===== config.mk =====
export PLATFORM = sky130hd
export DESIGN_NAME = rusp_port
export DESIGN_NICKNAME = d
export VERILOG_FILES = /design/src/logic/rusp_pkg.sv /design/src/logic/rusp_port.sv
export VERILOG_INCLUDE_DIRS = /design/src /design/src/logic
export SDC_FILE = /design/constraint.sdc
export NUM_CORES = 1
export LEC_CHECK = 0
export BUFFER_PORTS_ARGS = -buffer_cell sky130_fd_sc_hd__clkbuf_2
export CAP_MARGIN = 20
export CORE_MARGIN = 1
export CORE_UTILIZATION = 35
export CTS_BUF_LIST = sky130_fd_sc_hd__clkbuf_4
export DETAILED_ROUTE_END_ITERATION = 10
export REMOVE_ABC_BUFFERS = 1
export SYNTH_ARGS = -nofsm -noshare
export SYNTH_HDL_FRONTEND = slang
export SYNTH_HIERARCHICAL = 1
export SYNTH_SLANG_ARGS = --single-unit

===== constraint.sdc =====
create_clock -name clock -period 5.38 [get_ports clock]
set_input_delay 0.269 -clock clock [delete_from_list [all_inputs] [get_ports clock]]
set_output_delay 0.269 -clock clock [all_outputs]
set_load 0.005 [all_outputs]

===== src/logic/rusp_defs.svh =====
// Constants of the remote upgrade shift port
`ifndef RUSP_DEFS_SVH
`define RUSP_DEFS_SVH

// Register widths
`define RUSP_STATUS_W       5
`define RUSP_CONTROL_W      22

// Reset values
`define RUSP_STATUS_RST     5'h0_0
`define RUSP_CONTROL_RST    22'h00_0000
`define RUSP_UPDATE_RST     22'h00_0000

// Watchdog field: top 12 bits of control, each step 2**17 ticks
`define RUSP_WD_FIELD_W     12
`define RUSP_WD_FIELD_LSB   10
`define RUSP_WD_GRAN_SHIFT  17
`define RUSP_WD_COUNT_W     29

// Status buffer
`define RUSP_FIFO_DEPTH     8

`endif


===== src/logic/rusp_pkg.sv =====
// Types shared by the remote upgrade shift port
package rusp_pkg;

  // Which image is currently running
  typedef enum logic
  {
    RUSP_FACTORY,
    RUSP_APPLICATION
  } rusp_mode_type;

  // Action selected by the two select lines on a shift clock edge
  typedef enum logic [1:0]
  {
    RUSP_ACT_SHIFT,
    RUSP_ACT_CAPTURE,
    RUSP_ACT_UPDATE
  } rusp_act_type;

endpackage


===== src/logic/rusp_port.sv =====
// Remote upgrade shift port with its status buffer FIFO
`include "rusp_defs.svh"

// Small flip-flop FIFO with valid and ready on both sides
module rusp_fifo
#(
  parameter int WIDTH = 8,
  parameter int DEPTH = 8
)
(
  input  wire logic             clock,
  input  wire logic             clock_enable,
  input  wire logic             rst_n,
  input  wire logic             in_valid,
  output logic                  in_ready,
  input  wire logic [WIDTH-1:0] in_data,
  output logic                  out_valid,
  input  wire logic             out_ready,
  output logic      [WIDTH-1:0] out_data
);
  localparam int AW = (DEPTH > 1) ? $clog2(DEPTH) : 1;

  typedef struct packed
  {
    logic [DEPTH-1:0][WIDTH-1:0] mem;
    logic [AW-1:0]               wr_ptr;
    logic [AW-1:0]               rd_ptr;
    logic [AW:0]                 count;
  } rusp_fifo_state_type;

  rusp_fifo_state_type state_reg;
  rusp_fifo_state_type state_next;
  logic                push;
  logic                pop;

  // Advance a pointer with wrap at the depth
  function automatic logic [AW-1:0] bump(input logic [AW-1:0] ptr);
    if (ptr == AW'(DEPTH - 1))
      bump = '0;
    else
      bump = ptr + AW'(1);
  endfunction

  // Full and empty flags; nothing is taken while the state is frozen
  assign in_ready  = clock_enable && (state_reg.count != (AW+1)'(DEPTH));
  assign out_valid = (state_reg.count != '0);
  assign out_data  = state_reg.mem[state_reg.rd_ptr];
  assign push      = in_valid && in_ready;
  assign pop       = out_valid && out_ready;

  // Next state of storage and pointers
  always_comb
  begin
    state_next = state_reg;
    if (push)
    begin
      state_next.mem[state_reg.wr_ptr] = in_data;
      state_next.wr_ptr = bump(state_reg.wr_ptr);
    end
    if (pop)
      state_next.rd_ptr = bump(state_reg.rd_ptr);
    if (push && !pop)
      state_next.count = state_reg.count + (AW+1)'(1);
    else if (pop && !push)
      state_next.count = state_reg.count - (AW+1)'(1);
  end

  // State register
  always_ff @(posedge clock or negedge rst_n)
  begin
    if (!rst_n)
      state_reg <= '0;
    else if (clock_enable)
      state_reg <= state_next;
  end
endmodule

// Operation
// - Shift select high shifts register left per edge
// - Both selects low copy shift into update, in the factory image only
// - Capture loads status plus control or update
// - Capture select ignored while shift select high
// - Serial input enters shift register each shift edge
// - Serial output shows new bit per shift or capture edge
// - Shift and update registers act only on shift clock rising
// - Watchdog reload falling edge reloads timer in the application image
// - Reconfig request low starts other image load
// - Request release copies update into control
module rusp_port
#(
  parameter int STATUS_W   = `RUSP_STATUS_W,
  parameter int CONTROL_W  = `RUSP_CONTROL_W,
  parameter int FIFO_DEPTH = `RUSP_FIFO_DEPTH,
  parameter int WD_GRAN    = `RUSP_WD_GRAN_SHIFT
)
(
  input  wire logic                 clock,
  input  wire logic                 clock_enable,
  input  wire logic                 reset_n,
  input  wire logic                 upgrade_shift_clock,
  input  wire logic                 shift_or_load_select,
  input  wire logic                 capture_or_update_select,
  input  wire logic                 upgrade_serial_in,
  output logic                      upgrade_serial_out,
  input  wire logic                 watchdog_reload_n,
  input  wire logic                 reconfig_request_n,
  input  wire logic                 watchdog_tick,
  input  wire logic                 status_valid,
  output logic                      status_ready,
  input  wire logic [STATUS_W-1:0]  status_data,
  output logic                      reconfig_start,
  output logic                      reconfig_to_factory,
  output logic                      running_factory,
  output logic [CONTROL_W-1:0]      control_word,
  output logic                      watchdog_expired
);
  localparam int SR_W = STATUS_W + CONTROL_W;
  localparam int WC_W = `RUSP_WD_COUNT_W;

  typedef struct packed
  {
    logic [SR_W-1:0]       shift;
    logic [CONTROL_W-1:0]  update;
    logic [CONTROL_W-1:0]  control;
    logic [STATUS_W-1:0]   status;
    rusp_pkg::rusp_mode_type mode;
    logic                  sclk_prev;
    logic                  wd_prev;
    logic                  cfg_prev;
    logic [WC_W-1:0]       wd_count;
    logic                  start;
    logic                  to_factory;
    logic                  expired;
  } rusp_state_type;

  rusp_state_type        state_reg;
  rusp_state_type        state_next;
  logic [1:0]            rst_sync_reg;
  logic                  rst_n;
  logic                  sclk_rise;
  rusp_pkg::rusp_act_type act;
  logic                  fifo_valid;
  logic                  fifo_pop;
  logic [STATUS_W-1:0]   fifo_data;

  // Initial watchdog count from the control word's top field
  function automatic logic [WC_W-1:0] wd_initial(
    input logic [CONTROL_W-1:0] ctl
  );
    logic [`RUSP_WD_FIELD_W-1:0] field;
    field = ctl[`RUSP_WD_FIELD_LSB +: `RUSP_WD_FIELD_W];
    wd_initial = WC_W'({field, {WD_GRAN{1'b0}}});
  endfunction

  // Reset release through two flip-flops
  always_ff @(posedge clock or negedge reset_n)
  begin
    if (!reset_n)
      rst_sync_reg <= 2'b00;
    else
      rst_sync_reg <= {rst_sync_reg[0], 1'b1};
  end
  assign rst_n = rst_sync_reg[1];

  // Rising edge of the fabric-driven shift clock
  assign sclk_rise = clock_enable && upgrade_shift_clock
                     && !state_reg.sclk_prev;

  // Select decode; capture line only matters with shift low
  always_comb
  begin
    if (shift_or_load_select)
      act = rusp_pkg::RUSP_ACT_SHIFT;
    else if (capture_or_update_select)
      act = rusp_pkg::RUSP_ACT_CAPTURE;
    else
      act = rusp_pkg::RUSP_ACT_UPDATE;
  end

  // Fresh status is taken from the buffer on each capture that finds it non-empty
  assign fifo_pop = sclk_rise && (act == rusp_pkg::RUSP_ACT_CAPTURE);

  rusp_fifo
  #(
    .WIDTH (STATUS_W),
    .DEPTH (FIFO_DEPTH)
  )
  u_status_fifo
  (
    .clock        (clock),
    .clock_enable (clock_enable),
    .rst_n        (rst_n),
    .in_valid     (status_valid),
    .in_ready     (status_ready),
    .in_data      (status_data),
    .out_valid    (fifo_valid),
    .out_ready    (fifo_pop),
    .out_data     (fifo_data)
  );

  // Next state of the whole port
  always_comb
  begin
    logic [STATUS_W-1:0]  cap_status;
    logic [CONTROL_W-1:0] cap_word;
    logic                 wd_fire;
    wd_fire    = 1'b0;
    cap_status = fifo_valid ? fifo_data : state_reg.status;
    cap_word   = (state_reg.mode == rusp_pkg::RUSP_FACTORY)
                 ? state_reg.update : state_reg.control;
    state_next = state_reg;
    state_next.sclk_prev = upgrade_shift_clock;
    state_next.wd_prev   = watchdog_reload_n;
    state_next.cfg_prev  = reconfig_request_n;
    state_next.start     = 1'b0;

    // Shift register and update register on shift clock edges
    if (sclk_rise)
    begin
      case (act)
        rusp_pkg::RUSP_ACT_SHIFT:
          state_next.shift = {state_reg.shift[SR_W-2:0],
                              upgrade_serial_in};
        rusp_pkg::RUSP_ACT_CAPTURE:
        begin
          state_next.status = cap_status;
          state_next.shift  = {cap_status, cap_word};
        end
        rusp_pkg::RUSP_ACT_UPDATE:
        begin
          // Only the factory image may write the update register
          if (state_reg.mode == rusp_pkg::RUSP_FACTORY)
            state_next.update = state_reg.shift[CONTROL_W-1:0];
        end
        default:
          state_next.shift = state_reg.shift;
      endcase
    end

    // Watchdog runs only in the application image
    if (state_reg.mode == rusp_pkg::RUSP_APPLICATION)
    begin
      if (state_reg.wd_prev && !watchdog_reload_n)
        state_next.wd_count = wd_initial(state_reg.control);
      else if (watchdog_tick && state_reg.wd_count != '0)
      begin
        state_next.wd_count = state_reg.wd_count - WC_W'(1);
        if (state_reg.wd_count == WC_W'(1))
        begin
          // Timeout falls back to the factory image
          wd_fire               = 1'b1;
          state_next.expired    = 1'b1;
          state_next.start      = 1'b1;
          state_next.to_factory = 1'b1;
          state_next.mode       = rusp_pkg::RUSP_FACTORY;
          state_next.control    = `RUSP_CONTROL_RST;
        end
      end
    end

    // Reconfiguration request from the fabric
    if (clock_enable && state_reg.cfg_prev && !reconfig_request_n)
    begin
      state_next.start      = 1'b1;
      state_next.to_factory =
        (state_reg.mode == rusp_pkg::RUSP_APPLICATION);
    end
    else if (clock_enable && !state_reg.cfg_prev && reconfig_request_n
             && !wd_fire)
    begin
      // A timeout in the same cycle wins, so its expired flag stays set
      // New image comes up under the freshly updated control
      state_next.control  = state_reg.update;
      state_next.mode     = state_reg.to_factory
                            ? rusp_pkg::RUSP_FACTORY
                            : rusp_pkg::RUSP_APPLICATION;
      state_next.expired  = 1'b0;
      state_next.wd_count = wd_initial(state_reg.update);
    end
  end

  // State register, frozen while the clock enable is low
  always_ff @(posedge clock or negedge rst_n)
  begin
    if (!rst_n)
    begin
      state_reg            <= '0;
      state_reg.status     <= `RUSP_STATUS_RST;
      state_reg.control    <= `RUSP_CONTROL_RST;
      state_reg.update     <= `RUSP_UPDATE_RST;
      state_reg.mode       <= rusp_pkg::RUSP_FACTORY;
      state_reg.wd_prev    <= 1'b1;
      state_reg.cfg_prev   <= 1'b1;
    end
    else if (clock_enable)
      state_reg <= state_next;
  end

  // Outputs straight from flip-flops
  assign upgrade_serial_out  = state_reg.shift[SR_W-1];
  assign reconfig_start      = state_reg.start;
  assign reconfig_to_factory = state_reg.to_factory;
  assign running_factory     = (state_reg.mode == rusp_pkg::RUSP_FACTORY);
  assign control_word        = state_reg.control;
  assign watchdog_expired    = state_reg.expired;
endmodule


Yosys cells after proc, flatten, opt, wreduce, memory -nomap -nowiden
Index checks and enable logic that the tools add are counted.
{"block": "op_classes", "addsub": 5, "magnitude_cmp": 3, "eq_ne": 7, "mux": 41, "n_bitwise": 1, "n_reduce_logical": 38}
{"cell": "two-way mux 22 bit", "count": 7}
{"cell": "two-way mux 29 bit", "count": 3}
{"cell": "two-way mux 32 bit", "count": 2}
{"cell": "one-hot mux 27 bit (2 select lines)", "count": 1}
{"cell": "bitwise mux 40 bit", "count": 1}
{"cell": "== test 29 x 1 -> 1 bit, second input constant", "count": 1}
{"cell": "nonzero test 29 bit", "count": 1}
{"cell": "subtractor 29 x 1 -> 29 bit, second input constant", "count": 1}
{"cell": "logical AND 1 bit", "count": 16}
{"cell": "binary-select mux 5 bit (select 3 bit)", "count": 1}
{"cell": "demux 5 bit (select 3 bit)", "count": 1}
{"cell": "two-way mux 5 bit", "count": 3}
{"cell": "two-way mux 1 bit", "count": 13}
{"cell": "two-way mux 3 bit", "count": 4}
{"cell": "nonzero test 2 bit", "count": 5}
{"cell": "less-than comparator 3 x 4 -> 1 bit, second input constant", "count": 2}
{"cell": "two-way mux 4 bit", "count": 2}
{"cell": "zero test 1 bit", "count": 7}
{"cell": "adder 3 x 1 -> 3 bit, second input constant", "count": 2}
{"cell": "== test 3 bit, second input constant", "count": 2}
{"cell": "two-way mux 2 bit", "count": 3}
{"cell": "AND reduction 2 bit", "count": 3}
{"cell": "AND reduction 3 bit", "count": 2}
{"cell": "AND reduction 5 bit", "count": 1}
{"cell": "other kinds (11)", "count": 11}
{"block": "totals", "register_bits": 164, "output_inout_bits": 28, "word_cells": 119}

Depth between registers and ports, before layout
Gate-level depths: netlist (run 1).
{"block": "depth", "ltp_word": 9, "ltp_mapped": 10, "mapped_depth_nobuf": 10}

Modules after synthesis
The synthesis (run 1) kept the hierarchy.
{"mod": "rusp_port", "instances": 1, "cells_each": 625, "area_per_inst_um2": 6174.7, "seq_area_each_um2": 2855.2}
{"mod": "rusp_fifo", "instances": 1, "cells_each": 167, "area_per_inst_um2": 2708.8, "seq_area_each_um2": 1251.2}

Worst setup path after synthesis (run 1)
OpenSTA, ideal clock, no wires.
{"block": "synth_path", "kind": "register -> register", "start": "reg, netlist name state_reg[7]", "end": "reg, netlist name state_reg[19]", "setup_time_ns": 0.082, "t_arrival_ns": 2.742, "required_ns": 5.298, "path_slack_ns": 2.555, "stages_incl_launch_ff": 9, "period_less_slack_ns": 2.825, "path_cell_list": "dfrtp_1 or4_4 or4b_4 buf_6 or3_4 a211oi_4 buf_6 a41oi_2 a31oi_1"}

==> flow_metrics.env, run 1 <==
export IMPL_timing_fmax_mhz=289.0
export IMPL_fp_coreArea_um2=24600
export IMPL_cts_tree="yes"
export IMPL_synth_seq_area_share_pct=46.23
export IMPL_synth_commonest_cells="dfrtp_1 (162), nor2_1 (73), mux2_2 (45)"
export IMPL_gp_congestion=0.8502
export IMPL_final_layout_size_suffix_gt1_share_pct=24.66
export IMPL_htreeDepth=4
export IMPL_grtUsageTotal_pct=16.22
export IMPL_endpoint_kind="flip-flop"
export IMPL_drv_cap=0
export IMPL_rows=57
export IMPL_grt_pass1_vias=6324
export IMPL_rsz0062_at_grt="no"
export IMPL_synth_cell_type_count=77
export IMPL_worstHoldEndpoint="u_status_fifo/state_reg[31]"
export IMPL_cp_cell_sequence="or4_4 -> or4b_4 -> or3_4 -> a211oi_4 -> or2b_1 -> a31oi_1"
export IMPL_die_area_um2=26020
export IMPL_grt_antenna_before_repair=0
export IMPL_seq_area_um2=4111
export IMPL_critPathKind="reg2reg"
export IMPL_post_cts_buffers=0
export IMPL_r2r_start="state_reg[7]"
export IMPL_ir_drop_mv=0.2654
export IMPL_diodes=0
export IMPL_clkTransAtPathRegs_ns=0.17
export IMPL_yosysWarnings=6
export IMPL_fin_crit_ns=3.460
export IMPL_syn_inst=792
export IMPL_clk_latency_ns=0.57
export IMPL_yosysTopAreaCell="dfrtp_1"
export IMPL_clock_skew_ns=0.03250
export IMPL_dr_pass1_iters=6
export IMPL_die_h_um=161.3
export IMPL_yosysMostFrequentCell="dfrtp_1"
export IMPL_wirelength_um=20110
export IMPL_cts_buffers=17
export IMPL_clockBufferDepth=2
export IMPL_powerDensity_nw_per_um2=495.9
export IMPL_synth_top_area_share_pct=45.63
export IMPL_wl_per_cell_um=17.59
export IMPL_worst_pin_slew_ns=0.9363
export IMPL_grt_max_degree=96
export IMPL_worst_path_max_fanout=23
export IMPL_finish_instance_area_um2=9619
export IMPL_hp_class="in2reg"
export IMPL_grt_pass1_wl_um=33910
export IMPL_placedCellCount=1106
export IMPL_area_growth_pct=8.282
export IMPL_fin_crit_sh_pct=64.31
export IMPL_worstSetupStartpointType="flip-flop"
export IMPL_synthTopCellsByArea="dfrtp_1 (46%), mux2_2 (5.7%), mux2_4 (5.4%)"
export IMPL_fillCellCount=2383
export IMPL_drt_iter0_drc=484
export IMPL_cp_slowest_stage_delay_ns=0.82
export IMPL_antenna_left=0
export IMPL_largest_register_ffs=86
export IMPL_finalSetupViolations=0
export IMPL_finalHoldViolCount=0
export IMPL_r2r_cells=6
export IMPL_placed_area_um2=9253
export IMPL_ys_seq_elements=164
export IMPL_io_pins=44
export IMPL_initial_core_util_pct=36.10
export IMPL_grt_overflow=0
export IMPL_arrival_ns=3.94
export IMPL_holdPathStages=2
export IMPL_status="complete, no violations"
export IMPL_ctsRootBufferMaster="clkbuf_4"
export IMPL_worstPathRequired_ns=5.86
export IMPL_hp_start="status_data[1]"
export IMPL_synthArstFlopShare_pct=100.0
export IMPL_clock_sinks=164
export IMPL_synth_area_um2=8884
export IMPL_viasPerCell=5.507
export IMPL_multi_input_area_um2=4377
export IMPL_synth_edf_count=0
export IMPL_setup_tns_ns=0
export IMPL_ys_flop_type="dfrtp_1"
export IMPL_final_cells=1143
export IMPL_drc_errors=0
export IMPL_relSlewSlack_pct=37.38
export IMPL_leakage_nw=4.169
export IMPL_r2r_end="state_reg[14]"
export IMPL_critPathSlowestCell="a211oi_4"
export IMPL_fin_nets=833
export IMPL_r2r_setup_slack_ns=1.92
export IMPL_io_buffers=43
export IMPL_avgSynthCellArea_um2=11.22
export IMPL_slew_viol_final=0
export IMPL_dp_hpwl_um=13160
export IMPL_dieWidth_um=161.3
export IMPL_via_count=6295
worst max-delay path by stage:
stage                     from              end  slack, ns  cells past startpoint
2_1_floorplan  rst_sync_reg[1]  control_word[0]       0.48                      0
3_3_place_gp      state_reg[7]    state_reg[14]       2.02                      6
3_5_place_dp      state_reg[7]    state_reg[14]       1.99                      6
4_1_cts           state_reg[7]    state_reg[14]       1.91                      6
5_1_grt          state_reg[15]     state_reg[8]       1.72                      6
6_report          state_reg[7]    state_reg[14]       1.92                      6
layout make-up:
| cell class | count | share of cell area, % |
|---|---|---|
| clock buffers | 17 | 1.327 |
| flip-flops and latches | 164 | 42.74 |
| repair buffers | 60 | 3.824 |
| clock inverters | 15 | 1.964 |
| inverters | 11 | 0.4292 |
| multi-input cells | 552 | 45.50 |
| well taps | 324 | 4.214 |
per-stage QoR:
stage / hold WS, ns / worst slack (ns) / total power [W] / util [%]
after detailed placement: 0.05889 / 1.986 / 0.003967 / 37.60
after global placement: 0.05748 / 2.016 / 0.003927 / 37.60
after global routing: 0.02660 / 1.716 / 0.005117 / 39.09
after floorplan: -0.02659 / 0.4755 / 0.003453 / -
final: 0.06705 / 1.920 / 0.004770 / 39.09
after CTS: 0.01574 / 1.907 / 0.004809 / 39.09
worst max-delay path: cells and delay by family, from the launching register on:
| family | cells | cell delay (ns) |
|---|---|---|
| AND/OR/NAND/NOR | 4 | 1.96 |
| AO/OA/AOI/OAI | 2 | 0.97 |
| flip-flops | 1 | 0.44 |
cells by family after synthesis:
logic type	count (synthesis)	share of synthesized area (%)
other	1	0.04221
and+or+nand+nor	235	15.37
muxes	115	16.80
buffers and inverters	76	4.535
adders and majority gates	11	1.634
AOI/OAI and AO/OA	188	15.20
xor gates and xnor gates	2	0.1972
DFF	164	46.23
cell usage in the layout (no fill, tap or decap), types with 20 or more instances in the layout:
cell type / instances
dfrtp_1: 160
nor2_1: 72
mux2_2: 45
clkbuf_2: 43
nand2_1: 37
a21oi_1: 33
mux2_4: 32
mux2i_1: 28
nor2b_1: 24
a31oi_1: 24
a22o_1: 23
o21ai_0: 20
per-layer routing:
layer  vias up  share of wire (%)  track usage (%)
met3        22                3.9            2.671
li1       2980                  -                -
met5         -                  0                0
met2       134                 49            27.06
met4         0                1.0            4.503
met1      3159                 46            21.72
where the power goes:
group	internal [W]	switching (W)	total, W
Sequential	0.00170	0.000495	0.00219
Clock	0.000336	0.000491	0.000827
Combinational	0.000954	0.000795	0.00175
timing repair:
action | 4_1_cts | 5_1_grt
resized for setup | 0 | 0
hold buffers | 5 | 0
endpoints found under the hold margin | 6 | 0
Note: power is estimated with default switching activity, not from simulation.
==> run 2: changes to the inputs <==
==> constraint.sdc (replaced) <==
create_clock -name clock -period 3.62 [get_ports clock]
set_input_delay 0.181 -clock clock [delete_from_list [all_inputs] [get_ports clock]]
set_output_delay 0.181 -clock clock [all_outputs]
set_load 0.005 [all_outputs]
==> run 2 against run 1 <==
  * Clock power increased by 34%
  * Die area did not move
  * Wire length increased by 0.99%
  * Final cell count up 2.3%
  * Critical path depth is 1 higher
  * Critical path type unchanged
  * Highest routed layer unchanged
  * Sequential cell count unchanged
  * Register-to-register slack lost 1.6 ns
==> flow_metrics.env, run 2 (synthesis gave the netlist of run 1 again) <==
export IMPL_antenna_left=0
export IMPL_ir_drop_mv=0.3341
export IMPL_p_seq_share_pct=46.4
export IMPL_worstSetupStartpointType="flip-flop"
export IMPL_finalHoldViolCount=0
export IMPL_worstPathRequired_ns=4.15
export IMPL_final_cells=1169
export IMPL_clock_sinks=164
export IMPL_clockBufferDepth=2
export IMPL_drc_errors=0
export IMPL_combPwrFrac_pct=37.9
export IMPL_p_clk_share_pct=15.7
export IMPL_cpLargestDelayFamily="simple AND/OR/NAND/NOR gates"
export IMPL_path_buf_inv=1
export IMPL_die_area_um2=26020
export IMPL_r2r_start="state_reg[7]"
export IMPL_final_cell_mix="dfrtp_1 (160), nor2_1 (72), mux2_2 (45)"
export IMPL_area_growth_pct=10.66
export IMPL_worst_pin_slew_ns=0.9350
export IMPL_ctsRootBufferMaster="clkbuf_4"
export IMPL_drv_cap=0
export IMPL_viasPerCell=5.451
export IMPL_grt_pass1_wl_um=33820
export IMPL_arrival_ns=3.80
export IMPL_fin_nets=858
export IMPL_hp_class="in2reg"
export IMPL_fin_crit_ns=3.275
export IMPL_crit_cells=7
export IMPL_p_int_w=0.004321
export IMPL_io_buffers=43
export IMPL_setup_ws_ns=0.3455
export IMPL_dieWidth_um=161.3
export IMPL_slew_viol_final=0
export IMPL_p_switching_w=0.002730
export IMPL_final_layout_size_suffix_gt1_share_pct=26.18
export IMPL_via_count=6372
export IMPL_cp_cell_sequence="or4_4 -> or4b_4 -> or3_4 -> a211oi_4 -> buf_4 -> a41oi_2 -> a31oi_1"
export IMPL_clkTransAtPathRegs_ns=0.18
export IMPL_finalSetupViolations=0
export IMPL_r2r_end="state_reg[19]"
export IMPL_critPathSlowestCell="or4b_4"
export IMPL_critPathKind="reg2reg"
export IMPL_htreeDepth=4
export IMPL_rsz0062_at_grt="no"
export IMPL_gp_congestion=0.8141
export IMPL_grt_max_degree=67
export IMPL_clock_skew_ns=0.02858
export IMPL_die_h_um=161.3
export IMPL_leakage_nw=4.279
export IMPL_grt_pass1_vias=6404
export IMPL_mostFrequentLayoutCell="dfrtp_1"
export IMPL_timing_fmax_mhz=305.4
export IMPL_grt_busiest_layer="met2"
export IMPL_wl_per_cell_um=17.37
export IMPL_placedCellCount=1124
export IMPL_use_met1_pct=22.19
export IMPL_powerDensity_nw_per_um2=717.2
export IMPL_largest_register_ffs=86
export IMPL_final_util_pct=39.95
export IMPL_drt_iter0_drc=480
export IMPL_whs_ns=0.06415
export IMPL_worst_path_max_fanout=14
export IMPL_grt_use_met2_pct=26.59
export IMPL_r2r_cells=7
export IMPL_netSwitchingFraction_pct=38.71
export IMPL_rows=57
export IMPL_cts_tree="yes"
export IMPL_dp_hpwl_um=13650
export IMPL_clk_latency_ns=0.60
export IMPL_grt_antenna_before_repair=1
export IMPL_endpoint="state_reg[19]"
export IMPL_wirelength_um=20310
export IMPL_initial_core_util_pct=36.10
export IMPL_r2r_setup_slack_ns=0.35
export IMPL_critPathLaunch="state_reg[7]"
export IMPL_io_pins=44
export IMPL_dr_pass1_iters=4
export IMPL_fin_crit_sh_pct=90.46
export IMPL_cp_slowest_stage_delay_ns=0.62
export IMPL_cts_resized_gates=0
export IMPL_total_power_w=0.007051
export IMPL_grtUsageTotal_pct=16.35
export IMPL_fp_coreArea_um2=24600
export IMPL_grt_util_met3_pct=2.542
export IMPL_relSlewSlack_pct=37.67
export IMPL_endpoint_kind="flip-flop"
export IMPL_grt_overflow=0
export IMPL_status="complete, no violations"
export IMPL_cts_buffers=17
export IMPL_dp_slack_ns=0.4283
## run 2: cell count changes in the layout (fill, tap and decap cells not counted), moves of 2 or more
cell and delta:
buf_4 +16, dlygate4sd3_1 +7, inv_6 -5, inv_8 +5
bufinv_16 -3, clkinv_4 +2, clkinv_8 +2
## run 2: per-layer routing
layer,vias up,wire length (um)
li1,3026,-
met1,3223,9590
met2,103,9825
met3,20,659
met4,0,233
met5,-,0
## run 2: cell type report
cell class | count | area, um^2
clock buffer | 17 | 127.6
tap | 324 | 405.4
multi-input combinational | 552 | 4377
antenna | 1 | 2.502
clock inverter | 15 | 160.2
timing repair buffer | 85 | 605.6
fill | 2392 | 14770
inverter | 11 | 41.29
sequential | 164 | 4111
## run 2: what timing repair did
item,4_1_cts,5_1_grt
endpoints found under the hold margin,50,0
hold buffers,12,0
setup buffers,0,0
## run 2: how the worst min path moves through the flow
stage | startpoint | endpoint | depth (start not counted)
floorplan | reset_n | rst_sync_reg[0] | 0
global placement | reset_n | rst_sync_reg[0] | 1
detailed placement | reset_n | rst_sync_reg[0] | 1
CTS | clock_enable | state_reg[5] | 2
global route | clock_enable | state_reg[14] | 2
finish | clock_enable | state_reg[14] | 2
## run 2: per-stage QoR
stage          TNS, ns  cell area (um^2)
6_report             0              9831
5_1_grt              0              9831
4_1_cts              0              9828
3_5_place_dp         0              9420
3_3_place_gp         0              9393
2_1_floorplan  -207.29              8522
## run 2: power by group through the flow
stage          clock network, W  registers, W  logic [W]
5_1_grt                 0.00121       0.00340    0.00295
3_3_place_gp                  0       0.00329    0.00263
3_5_place_dp                  0       0.00330    0.00267
4_1_cts                 0.00115       0.00327    0.00269
6_report                0.00111       0.00327    0.00267
2_1_floorplan                 0       0.00315    0.00198
## run 2: worst reg2reg max path, delay by kind of cell, from the launching register on
kind                   cells  cell delay [ns]
DFF                        1             0.45
buffers and inverters      1             0.25
and+or+nand+nor            3             1.66
AOI/OAI and AO/OA          3             0.84
==> run 3: changes to the inputs <==
--- a/config.mk
+++ b/config.mk
@@ -12,6 +12,7 @@
 export CORE_UTILIZATION = 35
 export CTS_BUF_LIST = sky130_fd_sc_hd__clkbuf_4
 export DETAILED_ROUTE_END_ITERATION = 10
+export MAX_ROUTING_LAYER = met4
 export REMOVE_ABC_BUFFERS = 1
 export SYNTH_ARGS = -nofsm -noshare
 export SYNTH_HDL_FRONTEND = slang
==> run 3 against run 2 <==
  * Cell area unchanged
  * Register-to-register slack about the same
  * Combinational power about the same
  * Sequential power about the same
  * Global-route usage up 0.53 points
  * Setup slack worse by 0.0049 ns
  * Clock skew up 0.0018 ns
  * Largest cell class unchanged
==> flow_metrics.env, run 3 (synthesis gave the netlist of run 1 again) <==
export IMPL_status="complete, no violations"
export IMPL_finalHoldViolCount=0
export IMPL_fin_crit_ns=3.279
export IMPL_dp_slack_ns=0.4283
export IMPL_largest_register_ffs=86
export IMPL_final_cell_mix="dfrtp_1 (160), nor2_1 (72), mux2_2 (45)"
export IMPL_hp_start="clock_enable"
export IMPL_finalSetupViolations=0
export IMPL_final_layout_size_suffix_gt1_share_pct=26.18
export IMPL_multi_input_area_um2=4377
export IMPL_final_util_pct=39.95
export IMPL_hp_class="in2reg"
export IMPL_fillCellCount=2392
export IMPL_die_h_um=161.3
export IMPL_fp_coreArea_um2=24600
export IMPL_grtUsageTotal_pct=16.88
export IMPL_relSlewSlack_pct=37.98
export IMPL_viasPerCell=5.478
export IMPL_clockBufferDepth=2
export IMPL_cp_cell_sequence="or4_4 -> or4b_4 -> or3_4 -> a211oi_4 -> buf_4 -> a41oi_2 -> a31oi_1"
export IMPL_rsz0062_at_grt="no"
export IMPL_io_pins=44
export IMPL_post_cts_buffers=0
export IMPL_timing_fmax_mhz=304.9
export IMPL_clock_skew_ns=0.03040
export IMPL_grt_pass1_wl_um=33840
export IMPL_fin_crit_sh_pct=90.59
export IMPL_wl_per_cell_um=17.36
export IMPL_worstHoldEndpoint="state_reg[5]"
export IMPL_r2r_cells=7
export IMPL_grt_antenna_before_repair=1
export IMPL_powerDensity_nw_per_um2=717.4
export IMPL_clkTransAtPathRegs_ns=0.18
export IMPL_ctsRootBufferMaster="clkbuf_4"
export IMPL_die_area_um2=26020
export IMPL_drv_cap=0
export IMPL_leakage_nw=4.279
export IMPL_cts_tree="yes"
export IMPL_r2r_start="state_reg[7]"
export IMPL_worst_path_max_fanout=14
export IMPL_arrival_ns=3.81
export IMPL_worst_pin_slew_ns=0.9303
export IMPL_io_buffers=43
export IMPL_critPathSlowestCell="or4b_4"
export IMPL_endpoint_kind="flip-flop"
export IMPL_ir_drop_mv=0.3344
export IMPL_htreeDepth=4
export IMPL_via_count=6404
export IMPL_worstSetupStartpointType="flip-flop"
export IMPL_setup_ws_ns=0.3405
export IMPL_seq_area_um2=4111
export IMPL_cts_buffers=17
export IMPL_clock_sinks=164
export IMPL_r2r_end="state_reg[19]"
export IMPL_rows=57
export IMPL_r2r_setup_slack_ns=0.34
export IMPL_worstPathRequired_ns=4.15
export IMPL_drc_errors=0
export IMPL_clk_latency_ns=0.60
export IMPL_grt_max_degree=67
export IMPL_fin_nets=858
export IMPL_mostFrequentLayoutCell="dfrtp_1"
export IMPL_holdPathStages=2
export IMPL_dieWidth_um=161.3
export IMPL_gp_congestion=0.8262
export IMPL_area_growth_pct=10.66
export IMPL_initial_core_util_pct=36.10
export IMPL_slew_viol_final=0
export IMPL_cp_slowest_stage_delay_ns=0.62
export IMPL_critPathKind="reg2reg"
export IMPL_drt_iter0_drc=497
export IMPL_dr_pass1_iters=5
export IMPL_dp_hpwl_um=13650
export IMPL_antenna_left=0
export IMPL_grt_pass1_vias=6401
export IMPL_wirelength_um=20290
export IMPL_grt_overflow=0
run 3: cell counts in the layout (fill, tap and decap cells not counted):
No cell type changed its count.
run 3: routing by layer:
layer | wire length (um) | track usage, % | vias to the layer above
li1 | - | - | 3033
met3 | 659 | 2.542 | 22
met1 | 9518 | 22.34 | 3227
met5 | 0 | - | -
met4 | 298 | 5.575 | 0
met2 | 9816 | 26.53 | 122
run 3: per-stage QoR:
stage	total power (W)	TNS, ns	instances	cell area, um^2	hold WS [ns]
after floorplan	0.005132	-207.29	727	8522	-0.1146
after global placement	0.005914	0	1123	9393	-0.03182
after detailed placement	0.005976	0	1124	9420	-0.02971
after CTS	0.007117	0	1168	9828	0.02162
after global routing	0.007565	0	1169	9831	0.05194
final	0.007053	0	1169	9831	0.06147
run 3: worst max-delay path: cells and delay by family, from the launching register on:
family | cells | cell delay [ns]
AOI/OAI and AO/OA | 3 | 0.84
buffers and inverters | 1 | 0.25
and+or+nand+nor | 3 | 1.66
DFF | 1 | 0.45
run 3: timing repair:
action	CTS	global route
resized for setup	0	0
endpoints found under the hold margin	50	0
hold buffers	12	0
run 3: cell type report:
class,count,area share (%)
diodes,1,0.02546
clock buffers,17,1.298
clock inverters,15,1.629
inverters,11,0.4200
multi-input cells,552,44.52
flip-flops and latches,164,41.82
well taps,324,4.124
repair buffers,85,6.160
run 3: power breakdown:
group	switching, W	internal, W	leakage [nW]
sequential	0.000746	0.00253	2.05
combinational	0.00120	0.00148	2.07
clock	0.000787	0.000318	0.154
total	0.00273	0.00432	4.28
run 3: how the worst max path moves through the flow:
stage,start,endpoint,cells after the start
finish,state_reg[7],state_reg[19],7
floorplan,rst_sync_reg[1],control_word[0],0
CTS,state_reg[7],state_reg[19],7
global placement,state_reg[7],state_reg[19],7
global route,state_reg[7],state_reg[19],7
detailed placement,state_reg[7],state_reg[19],7
